===== src/design/adcdm_pkg.sv =====
// Constants, register map and state encoding of the converter control block
package adcdm_pkg;
  localparam int ADDR_W    = 8;
  localparam int DATA_W    = 32;
  localparam int SAMPLE_W  = 8;
  localparam int LEVEL_W   = 9;
  localparam int CNT_W     = 24;
  localparam int REQ_W     = 8;
  localparam int INT_W     = 3;
  localparam int PIN_W     = 6;

  localparam logic [ADDR_W-1:0] REG_CTRL     = 8'h00;
  localparam logic [ADDR_W-1:0] REG_FS_ADJ   = 8'h04;
  localparam logic [ADDR_W-1:0] REG_INT_STAT = 8'h08;
  localparam logic [ADDR_W-1:0] REG_INT_MASK = 8'h0c;
  localparam logic [ADDR_W-1:0] REG_STATE    = 8'h10;

  localparam int CTRL_DDR_BIT      = 0;
  localparam int INT_CAL_START_BIT = 0;
  localparam int INT_CAL_DONE_BIT  = 1;
  localparam int INT_OOR_BIT       = 2;

  localparam logic                CTRL_DDR_RST  = 1'b0;
  localparam logic [SAMPLE_W-1:0] FS_ADJ_RST    = 8'h7f;
  localparam logic [SAMPLE_W-1:0] FS_LOW_LIMIT  = 8'h60;
  localparam logic [SAMPLE_W-1:0] FS_HIGH_LIMIT = 8'h7f;
  localparam logic [SAMPLE_W-1:0] OFFSET_FLIP   = 8'h80;
  localparam logic [INT_W-1:0]    INT_MASK_RST  = 3'h0;

  localparam logic [CNT_W-1:0] PUP_SHORT_CYCLES = 24'h000100;
  localparam logic [REQ_W-1:0] CAL_LOW_MIN      = 8'h50;
  localparam logic [REQ_W-1:0] CAL_HIGH_MIN     = 8'h50;

  typedef enum logic [2:0] {
    ST_PWRUP = 3'b001,
    ST_CAL   = 3'b010,
    ST_RUN   = 3'b100
  } adcdm_state_t;
endpackage


===== src/design/adcdm_top.sv =====
// Converter control: calibration sequencing, sampling, demux, data clock
//
// Implementation choices: the address map and the plain strobed port.
`timescale 1ns/1ns
module adcdm_top
  import adcdm_pkg::*;
#(
  parameter logic [CNT_W-1:0] P_PUP_LONG_CYCLES = 24'h800000,
  parameter logic [CNT_W-1:0] P_CAL_CYCLES      = 24'h008000
) (
  input  wire logic                i_clk,
  input  wire logic                i_rst_n,
  input  wire logic                i_conv_clk,
  input  wire logic [LEVEL_W-1:0]  i_analog_level,
  input  wire logic                i_fsr_level,
  input  wire logic                i_fsr_float,
  input  wire logic                i_power_up_calibration_delay_select_cs,
  input  wire logic                i_cal_req,
  input  wire logic                i_cmo_grounded,
  input  wire logic [ADDR_W-1:0]   i_addr,
  input  wire logic [DATA_W-1:0]   i_wr_data,
  input  wire logic                i_wr_en,
  input  wire logic                i_rd_en,
  output logic      [DATA_W-1:0]   o_rd_data,
  output logic                     o_irq,
  output logic                     o_calibration_running,
  output logic                     o_forwarded_data_clock,
  output logic      [SAMPLE_W-1:0] o_later_sample_bus,
  output logic      [SAMPLE_W-1:0] o_earlier_sample_bus,
  output logic                     o_out_of_range,
  output logic                     o_serial_chip_select,
  output logic                     o_common_mode_output_en
);

  // Two-stage synchronisers for pins and analog level
  logic [PIN_W-1:0]   pin_s1_r;
  logic [PIN_W-1:0]   pin_s2_r;
  logic [LEVEL_W-1:0] lvl_s1_r;
  logic [LEVEL_W-1:0] lvl_s2_r;
  logic               clk_d_r;

  always_ff @(posedge i_clk or negedge i_rst_n) begin
    if (!i_rst_n) begin
      pin_s1_r <= '0;
      pin_s2_r <= '0;
      lvl_s1_r <= '0;
      lvl_s2_r <= '0;
      clk_d_r  <= 1'b0;
    end else begin
      pin_s1_r <= {i_conv_clk, i_fsr_level, i_fsr_float,
                   i_power_up_calibration_delay_select_cs, i_cal_req, i_cmo_grounded};
      pin_s2_r <= pin_s1_r;
      lvl_s1_r <= i_analog_level;
      lvl_s2_r <= lvl_s1_r;
      clk_d_r  <= pin_s2_r[5];
    end
  end

  wire conv_clk_s = pin_s2_r[5];
  wire fsr_lvl_s  = pin_s2_r[4];
  wire fsr_flt_s  = pin_s2_r[3];
  wire power_up_calibration_delay_select_s   = pin_s2_r[2];
  wire cal_req_s  = pin_s2_r[1];
  wire cmo_gnd_s  = pin_s2_r[0];

  // Sample instant: falling edge of converter clock
  wire conv_fall  = clk_d_r & ~conv_clk_s;

  // Mode decode of the dual-use pin
  wire ecm         = fsr_flt_s;
  wire power_up_calibration_delay_select_long = ~ecm & power_up_calibration_delay_select_s;
  wire cs_active   = ecm & power_up_calibration_delay_select_s;
  wire [CNT_W-1:0] pup_target = power_up_calibration_delay_select_long ? P_PUP_LONG_CYCLES
                                            : PUP_SHORT_CYCLES;

  // Register file storage
  logic                ddr_r;
  logic [SAMPLE_W-1:0] fs_adj_r;
  logic [INT_W-1:0]    int_stat_r;
  logic [INT_W-1:0]    int_mask_r;

  // Calibration sequencer
  adcdm_state_t     state_r;
  adcdm_state_t     state_nxt;
  logic [CNT_W-1:0] cnt_r;
  logic [CNT_W-1:0] cnt_nxt;
  logic [REQ_W-1:0] low_cnt_r;
  logic [REQ_W-1:0] high_cnt_r;

  wire low_ok  = (low_cnt_r == CAL_LOW_MIN);
  wire high_ok = (high_cnt_r == CAL_HIGH_MIN);
  wire cal_go  = (state_r == ST_RUN) & low_ok & high_ok;
  wire [CNT_W-1:0] cnt_inc = conv_fall ? cnt_r + 24'h000001 : cnt_r;

  always_comb begin
    state_nxt = state_r;
    cnt_nxt   = cnt_r;
    case (state_r)
      ST_PWRUP: begin
        cnt_nxt = cnt_inc;
        if (cnt_r >= pup_target) begin
          state_nxt = ST_CAL;
          cnt_nxt   = '0;
        end
      end
      ST_CAL: begin
        cnt_nxt = cnt_inc;
        if (cnt_r >= P_CAL_CYCLES) begin
          state_nxt = ST_RUN;
          cnt_nxt   = '0;
        end
      end
      ST_RUN: begin
        cnt_nxt = '0;
        if (cal_go) begin
          state_nxt = ST_CAL;
        end
      end
      default: begin
        state_nxt = ST_PWRUP;
        cnt_nxt   = '0;
      end
    endcase
  end

  always_ff @(posedge i_clk or negedge i_rst_n) begin
    if (!i_rst_n) begin
      state_r <= ST_PWRUP;
      cnt_r   <= '0;
    end else begin
      state_r <= state_nxt;
      cnt_r   <= cnt_nxt;
    end
  end

  // Request pin qualifier, counted in converter clock cycles
  always_ff @(posedge i_clk or negedge i_rst_n) begin
    if (!i_rst_n) begin
      low_cnt_r  <= '0;
      high_cnt_r <= '0;
    end else if (state_r != ST_RUN) begin
      low_cnt_r  <= '0;
      high_cnt_r <= '0;
    end else if (conv_fall && !cal_req_s) begin
      low_cnt_r  <= low_ok ? low_cnt_r : low_cnt_r + 8'h01;
      high_cnt_r <= '0;
    end else if (conv_fall && low_ok && !high_ok) begin
      high_cnt_r <= high_cnt_r + 8'h01;
    end
  end

  // Full-scale limit and sample conversion
  wire [SAMPLE_W-1:0] fs_lim = ecm ? fs_adj_r
                                   : (fsr_lvl_s ? FS_HIGH_LIMIT
                                                : FS_LOW_LIMIT);
  wire signed [LEVEL_W-1:0] lvl    = lvl_s2_r;
  wire signed [LEVEL_W-1:0] pos_lim = {1'b0, fs_lim};
  wire signed [LEVEL_W-1:0] neg_lim = -pos_lim - 9'sd1;
  wire above = lvl > pos_lim;
  wire below = lvl < neg_lim;
  wire oor_now = above | below;
  wire signed [LEVEL_W-1:0] clip = above ? pos_lim
                                         : (below ? neg_lim : lvl);
  wire [SAMPLE_W-1:0] code = clip[SAMPLE_W-1:0] ^ OFFSET_FLIP;

  wire run_sample = conv_fall & (state_r == ST_RUN);

  // Demultiplexer and data clock
  logic                phase_r;
  logic [SAMPLE_W-1:0] hold_r;
  logic [SAMPLE_W-1:0] later_r;
  logic [SAMPLE_W-1:0] earlier_r;
  logic                forwarded_data_clock_r;
  logic                oor_r;

  wire pair_evt   = run_sample & phase_r;
  wire forwarded_data_clock_tog   = ddr_r ? pair_evt : run_sample;

  always_ff @(posedge i_clk or negedge i_rst_n) begin
    if (!i_rst_n) begin
      phase_r <= 1'b0;
      hold_r  <= '0;
    end else if (state_r != ST_RUN) begin
      phase_r <= 1'b0;
    end else if (run_sample) begin
      phase_r <= ~phase_r;
      hold_r  <= phase_r ? hold_r : code;
    end
  end

  always_ff @(posedge i_clk or negedge i_rst_n) begin
    if (!i_rst_n) begin
      later_r   <= '0;
      earlier_r <= '0;
    end else if (pair_evt) begin
      later_r   <= code;
      earlier_r <= hold_r;
    end
  end

  always_ff @(posedge i_clk or negedge i_rst_n) begin
    if (!i_rst_n) begin
      forwarded_data_clock_r <= 1'b0;
      oor_r  <= 1'b0;
    end else begin
      // Parks low from the very edge at which calibration begins
      if (state_nxt != ST_RUN) begin
        forwarded_data_clock_r <= 1'b0;
      end else if (forwarded_data_clock_tog) begin
        forwarded_data_clock_r <= ~forwarded_data_clock_r;
      end
      if (run_sample) begin
        oor_r <= oor_now;
      end
    end
  end

  // Register bus decode
  wire wr_ctrl  = i_wr_en & (i_addr == REG_CTRL);
  wire wr_fs    = i_wr_en & (i_addr == REG_FS_ADJ);
  wire wr_stat  = i_wr_en & (i_addr == REG_INT_STAT);
  wire wr_mask  = i_wr_en & (i_addr == REG_INT_MASK);

  wire cal_start_evt = (state_r != ST_CAL) & (state_nxt == ST_CAL);
  wire cal_done_evt  = (state_r == ST_CAL) & (state_nxt == ST_RUN);
  wire oor_evt       = run_sample & oor_now;

  logic [INT_W-1:0] int_set;
  always_comb begin
    int_set = '0;
    int_set[INT_CAL_START_BIT] = cal_start_evt;
    int_set[INT_CAL_DONE_BIT]  = cal_done_evt;
    int_set[INT_OOR_BIT]       = oor_evt;
  end

  wire [INT_W-1:0] int_clr  = wr_stat ? i_wr_data[INT_W-1:0] : '0;
  wire [INT_W-1:0] int_nxt  = (int_stat_r & ~int_clr) | int_set;
  wire             irq_nxt  = |(int_nxt & int_mask_r);

  wire [DATA_W-1:0] state_word = {28'h0000000, power_up_calibration_delay_select_long, cmo_gnd_s,
                                  ecm, state_r == ST_CAL};

  logic [DATA_W-1:0] rd_mux;
  always_comb begin
    case (i_addr)
      REG_CTRL:     rd_mux = {31'h00000000, ddr_r};
      REG_FS_ADJ:   rd_mux = {24'h000000, fs_adj_r};
      REG_INT_STAT: rd_mux = {29'h00000000, int_stat_r};
      REG_INT_MASK: rd_mux = {29'h00000000, int_mask_r};
      REG_STATE:    rd_mux = state_word;
      default:      rd_mux = '0;
    endcase
  end

  always_ff @(posedge i_clk or negedge i_rst_n) begin
    if (!i_rst_n) begin
      ddr_r      <= CTRL_DDR_RST;
      fs_adj_r   <= FS_ADJ_RST;
      int_mask_r <= INT_MASK_RST;
    end else begin
      if (wr_ctrl) begin
        ddr_r <= i_wr_data[CTRL_DDR_BIT];
      end
      if (wr_fs) begin
        fs_adj_r <= i_wr_data[SAMPLE_W-1:0];
      end
      if (wr_mask) begin
        int_mask_r <= i_wr_data[INT_W-1:0];
      end
    end
  end

  always_ff @(posedge i_clk or negedge i_rst_n) begin
    if (!i_rst_n) begin
      int_stat_r <= '0;
      o_irq      <= 1'b0;
      o_rd_data  <= '0;
    end else begin
      int_stat_r <= int_nxt;
      o_irq      <= irq_nxt;
      o_rd_data  <= i_rd_en ? rd_mux : '0;
    end
  end

  // Registered pin outputs
  always_ff @(posedge i_clk or negedge i_rst_n) begin
    if (!i_rst_n) begin
      o_calibration_running   <= 1'b0;
      o_serial_chip_select    <= 1'b0;
      o_common_mode_output_en <= 1'b0;
    end else begin
      o_calibration_running   <= (state_nxt == ST_CAL);
      o_serial_chip_select    <= cs_active;
      o_common_mode_output_en <= ~cmo_gnd_s;
    end
  end

  assign o_forwarded_data_clock = forwarded_data_clock_r;
  assign o_later_sample_bus     = later_r;
  assign o_earlier_sample_bus   = earlier_r;
  assign o_out_of_range         = oor_r;

endmodule // adcdm_top


===== config.mk =====
export PLATFORM = sky130hd
export DESIGN_NAME = adcdm_top
export DESIGN_NICKNAME = d
export VERILOG_FILES = /design/src/design/adcdm_pkg.sv /design/src/design/adcdm_top.sv
export SDC_FILE = /design/constraint.sdc
export NUM_CORES = 1
export LEC_CHECK = 0
export ABC_AREA = 0
export BUFFER_PORTS_ARGS = -buffer_cell sky130_fd_sc_hd__buf_2
export CAP_MARGIN = 25
export CORE_MARGIN = 4
export CORE_UTILIZATION = 55
export CTS_CLUSTER_SIZE = 20
export DETAILED_ROUTE_END_ITERATION = 8
export GPL_ROUTABILITY_DRIVEN = 0
export PLACE_DENSITY = 0.9
export SLEW_MARGIN = 0
export SYNTH_ARGS = -nofsm -noshare
export SYNTH_HDL_FRONTEND = slang
export SYNTH_SLANG_ARGS = --single-unit

===== constraint.sdc =====
create_clock -name i_clk -period 3.2 [get_ports i_clk]
set_input_delay 0.64 -clock i_clk [delete_from_list [all_inputs] [get_ports i_clk]]
set_output_delay 0.64 -clock i_clk [all_outputs]
set_load 0.1 [all_outputs]

==> impl_metrics.yaml <==
cts:
  worst_skew_late_latency_ns: 0.42
  ctsLongestPathBuffers: 2
  cts_max_level: 4
  clk_transition_reported_paths_ns: 0.06
  master_cell_of_the_clock_root_buffer: "sky130_fd_sc_hd__clkbuf_16"
  cts_made_buffers: 17
  cts_repair_resize_count: 0
  cts.sink_count: 128
  postCtsHoldBufs: 0
  cts_setup_buffers: 0
  cts_tree: "yes"
synth:
  post_synthesis_instance_area_mm2: 0.00619
  post-synth-top-area-cell: "sky130_fd_sc_hd__dfrtp_1"
  synth_area_per_cell_um2: 10.6
  post_synth_edffs: 0
  yosysUniqueCellTypes: 65
  yosys_most_used_dff: "sky130_fd_sc_hd__dfrtp_1"
  syn_inst: 581
  ys_async_sr_fraction: 1.00
  post_synth_main_area_contributors: "sky130_fd_sc_hd__dfrtp_1 (49%), sky130_fd_sc_hd__ha_1 (4.9%), sky130_fd_sc_hd__nor2_1 (4.7%)"
  netlist.area_leader.share: 0.485
  synthesis.yosys.warnings: 0
  synth_seq_cells: 128
  synth_sequential_area_ratio: 0.519
global_routing:
  grt_max_degree: 59
  grt_pass1_wl_um: 22200
  grtUsageTotal: 0.216
  antenna_violations_before_repair: 0
  grt_pass1_vias: 4783
  grt-ovfl-total: 0
timing:
  actual_slew_at_the_worst_max_slew_pin_ns: 0.698
  maxSlewHeadroom: 0.532
  timing.clock.skew_ns: 0.00615
  rsz0062_at_grt: "false"
  hold_viol: 0
  setup_violations: 0
  layout_worst_path_cycle_share: 0.945
  final.setup.tns_ns: 0
  max_clock_freq_mhz: 331
  post-route-worst-setup-slack_ns: 0.175
  period_needed_ns: 3.03
  number_of_max_slew_violations_in_the_final_report: 0
setup_path:
  worst-path-stages: 8
  worstSetupEndpointType: "flip-flop"
  crit_path_max_incr_delay_ns: 0.57
  worstSetupPathType: "reg -> reg"
  critical-path-slowest-cell: "sky130_fd_sc_hd__dfrtp_1"
  worstPathArrival_ns: 3.32
  cp_top_family: "simple AND/OR/NAND/NOR gates"
  ff2ff_setup_slack_ns: 0.17
  cp.buffers_inverters: 0
  critPathMaxFanout: 12
  reg2reg_to: "o_irq"
  worst_ep_required_time_ns: 3.50
  worstReg2RegStart: "pin_s2_r[3]"
  timing.critical_path.cells: "nand2b_1 > ha_1 > nand3b_1 > or4_1 > o311a_1 > a21oi_4 > nor2_1 > a211o_1"
  ff2ff_path_depth: 8
  startpoint_type: "flip-flop"
die:
  floorplan.die.width_um: 114
  fp.coreArea_mm2: 0.0109
  num_rows: 38
  die_area_mm2: 0.0130
  die_y_um: 114
  boundaryPins: 113
  starting_density_of_the_core: 0.566
hold_path:
  hold_path_class: "in -> async"
drt:
  via_per_inst: 5.60
  first_pass_iters: 5
  detail_route.wl_per_cell_um: 16.3
  post-route-drc-count: 0
  drt-initial-drc-count: 308
  postRouteAntennaNets: 0
  num_vias: 4522
  wirelength_um: 13100
flow_run:
  cap_violations: 0
placed_design:
  io_buffers: 64
  place_hpwl_um: 9340
  dp_slack_ns: 0.233
outcome:
  run_status: "completed"
final_layout:
  nets: 738
  syn_to_final_growth_pct: 15.6
  insertedDiodeCount: 0
  post_route_cells_drive_above_1_share: 0.198
pwr:
  power_density_mw_per_mm2: 580
  leakage_power_figure_nw: 3.45
  vdd_ir_drop_max_v: 0.000436
-- routing by layer --
layer | track usage | vias up | routed length, um
li1 | - | 2098 | -
met1 | 0.242 | 2266 | 5230
met2 | 0.385 | 128 | 6960
met3 | 0.0550 | 30 | 620
met4 | 0.0998 | 0 | 314
met5 | 0 | - | 0
-- layout make-up --
cell class                 instances  area, um2
clock inverter                    11        115
tap                              140        175
sequential                       128       3210
clock buffer                      20        457
timing repair buffer              69        373
inverter                          25       93.8
fill                             814       3790
multi-input combinational        414       2720
-- layout by cell type (no fill, tap or decap), types with 3 or more instances in the layout --
| cell | Yosys | routed |
|---|---|---|
| sky130_fd_sc_hd__dfrtp_1 | 120 | 120 |
| sky130_fd_sc_hd__inv_1 | 25 | 25 |
| sky130_fd_sc_hd__nand3b_1 | 3 | 3 |
| sky130_fd_sc_hd__nand3_1 | 17 | 17 |
| sky130_fd_sc_hd__dfstp_2 | 8 | 8 |
| sky130_fd_sc_hd__clkinvlp_4 | 0 | 4 |
| sky130_fd_sc_hd__mux2_1 | 12 | 12 |
| sky130_fd_sc_hd__conb_1 | 1 | 24 |
| sky130_fd_sc_hd__nor2b_1 | 4 | 4 |
| sky130_fd_sc_hd__xor2_1 | 26 | 26 |
| sky130_fd_sc_hd__or3_1 | 4 | 4 |
| sky130_fd_sc_hd__nor2_1 | 77 | 77 |
| sky130_fd_sc_hd__o21ai_1 | 3 | 3 |
| sky130_fd_sc_hd__clkinv_2 | 0 | 5 |
| sky130_fd_sc_hd__clkbuf_16 | 0 | 17 |
| sky130_fd_sc_hd__and2_1 | 10 | 10 |
| sky130_fd_sc_hd__ha_1 | 24 | 24 |
| sky130_fd_sc_hd__nand4_1 | 16 | 16 |
| sky130_fd_sc_hd__nand2b_1 | 7 | 7 |
| sky130_fd_sc_hd__a22oi_2 | 6 | 6 |
| sky130_fd_sc_hd__nand2_1 | 66 | 66 |
| sky130_fd_sc_hd__a221o_1 | 9 | 9 |
| sky130_fd_sc_hd__buf_4 | 24 | 5 |
| sky130_fd_sc_hd__nor3b_1 | 3 | 3 |
| sky130_fd_sc_hd__mux2i_1 | 4 | 4 |
| sky130_fd_sc_hd__or4_1 | 3 | 3 |
| sky130_fd_sc_hd__o211ai_1 | 4 | 4 |
| sky130_fd_sc_hd__a21oi_1 | 16 | 16 |
| sky130_fd_sc_hd__and3_1 | 6 | 6 |
| sky130_fd_sc_hd__o31ai_1 | 3 | 3 |
| sky130_fd_sc_hd__o221ai_1 | 3 | 3 |
| sky130_fd_sc_hd__buf_2 | 5 | 63 |
| sky130_fd_sc_hd__o21ai_0 | 10 | 10 |
| sky130_fd_sc_hd__and4_1 | 3 | 3 |
| sky130_fd_sc_hd__nor4_1 | 4 | 4 |
| sky130_fd_sc_hd__xnor2_1 | 9 | 9 |
| sky130_fd_sc_hd__mux2_2 | 3 | 3 |
-- Yosys cell counts (7+ instances only) --
cell                       count
sky130_fd_sc_hd__a21oi_1      16
sky130_fd_sc_hd__a221o_1       9
sky130_fd_sc_hd__and2_1       10
sky130_fd_sc_hd__buf_4        24
sky130_fd_sc_hd__clkbuf_1      7
sky130_fd_sc_hd__dfrtp_1     120
sky130_fd_sc_hd__dfstp_2       8
sky130_fd_sc_hd__ha_1         24
sky130_fd_sc_hd__inv_1        25
sky130_fd_sc_hd__mux2_1       12
sky130_fd_sc_hd__nand2_1      66
sky130_fd_sc_hd__nand2b_1      7
sky130_fd_sc_hd__nand3_1      17
sky130_fd_sc_hd__nand4_1      16
sky130_fd_sc_hd__nor2_1       77
sky130_fd_sc_hd__o21ai_0      10
sky130_fd_sc_hd__xnor2_1       9
sky130_fd_sc_hd__xor2_1       26
-- kinds of logic (layout without fill, tap and decap cells) --
family,count (synthesis),after routing,share of synthesized area
adders and majority gates,24,24,0.0485
buffers and inverters,62,125,0.0544
other,1,24,0.000606
xor gates and xnor gates,35,35,0.0496
DFF,128,128,0.519
and+or+nand+nor,238,238,0.197
muxes,20,20,0.0362
AOI/OAI and AO/OA,73,73,0.0939
-- stage by stage --
| step | utilization | hold WS (ns) | area (um2) | total power, mW | instances |
|---|---|---|---|---|---|
| final | 0.654 | 0.232 | 7150 | 4.15 | 807 |
| after global routing | 0.654 | 0.283 | 7150 | 4.30 | 807 |
| after CTS | 0.654 | 0.242 | 7150 | 4.18 | 807 |
| after detailed placement | 0.601 | 0.336 | 6580 | 2.32 | 776 |
| after global placement | 0.601 | 0.333 | 6580 | 2.29 | 776 |
| after floorplan | - | 0.331 | 6270 | 2.19 | 604 |
-- sequential cells by signal, indices dropped and copies added (netlist names), 6 cells and up --
signal and count:
cnt_r 24, lvl 9, lvl_s1_r 9, fs_adj_r 8, high_cnt_r 8, hold_r 8
low_cnt_r 8, o_earlier_sample_bus 8, o_later_sample_bus 8, o_rd_data 8, pin_s1_r 6, pin_s2_r 6
-- power breakdown --
part	internal, mW	switching, mW
registers	1.68	0.0521
clock network	1.17	0.679
logic	0.126	0.433
total	2.98	1.16
-- how the worst max path moves through the flow --
stage                           start               endpoint  slack (ns)
after floorplan           pin_s2_r[3]  o_later_sample_bus[2]        0.55
after global placement    pin_s2_r[3]                  o_irq        0.32
after detailed placement  pin_s2_r[3]                  o_irq        0.23
after CTS                 pin_s2_r[3]                  o_irq        0.21
after global routing      pin_s2_r[3]                  o_irq        0.03
final                     pin_s2_r[3]                  o_irq        0.17
Power figures use the tool's default switching activity.
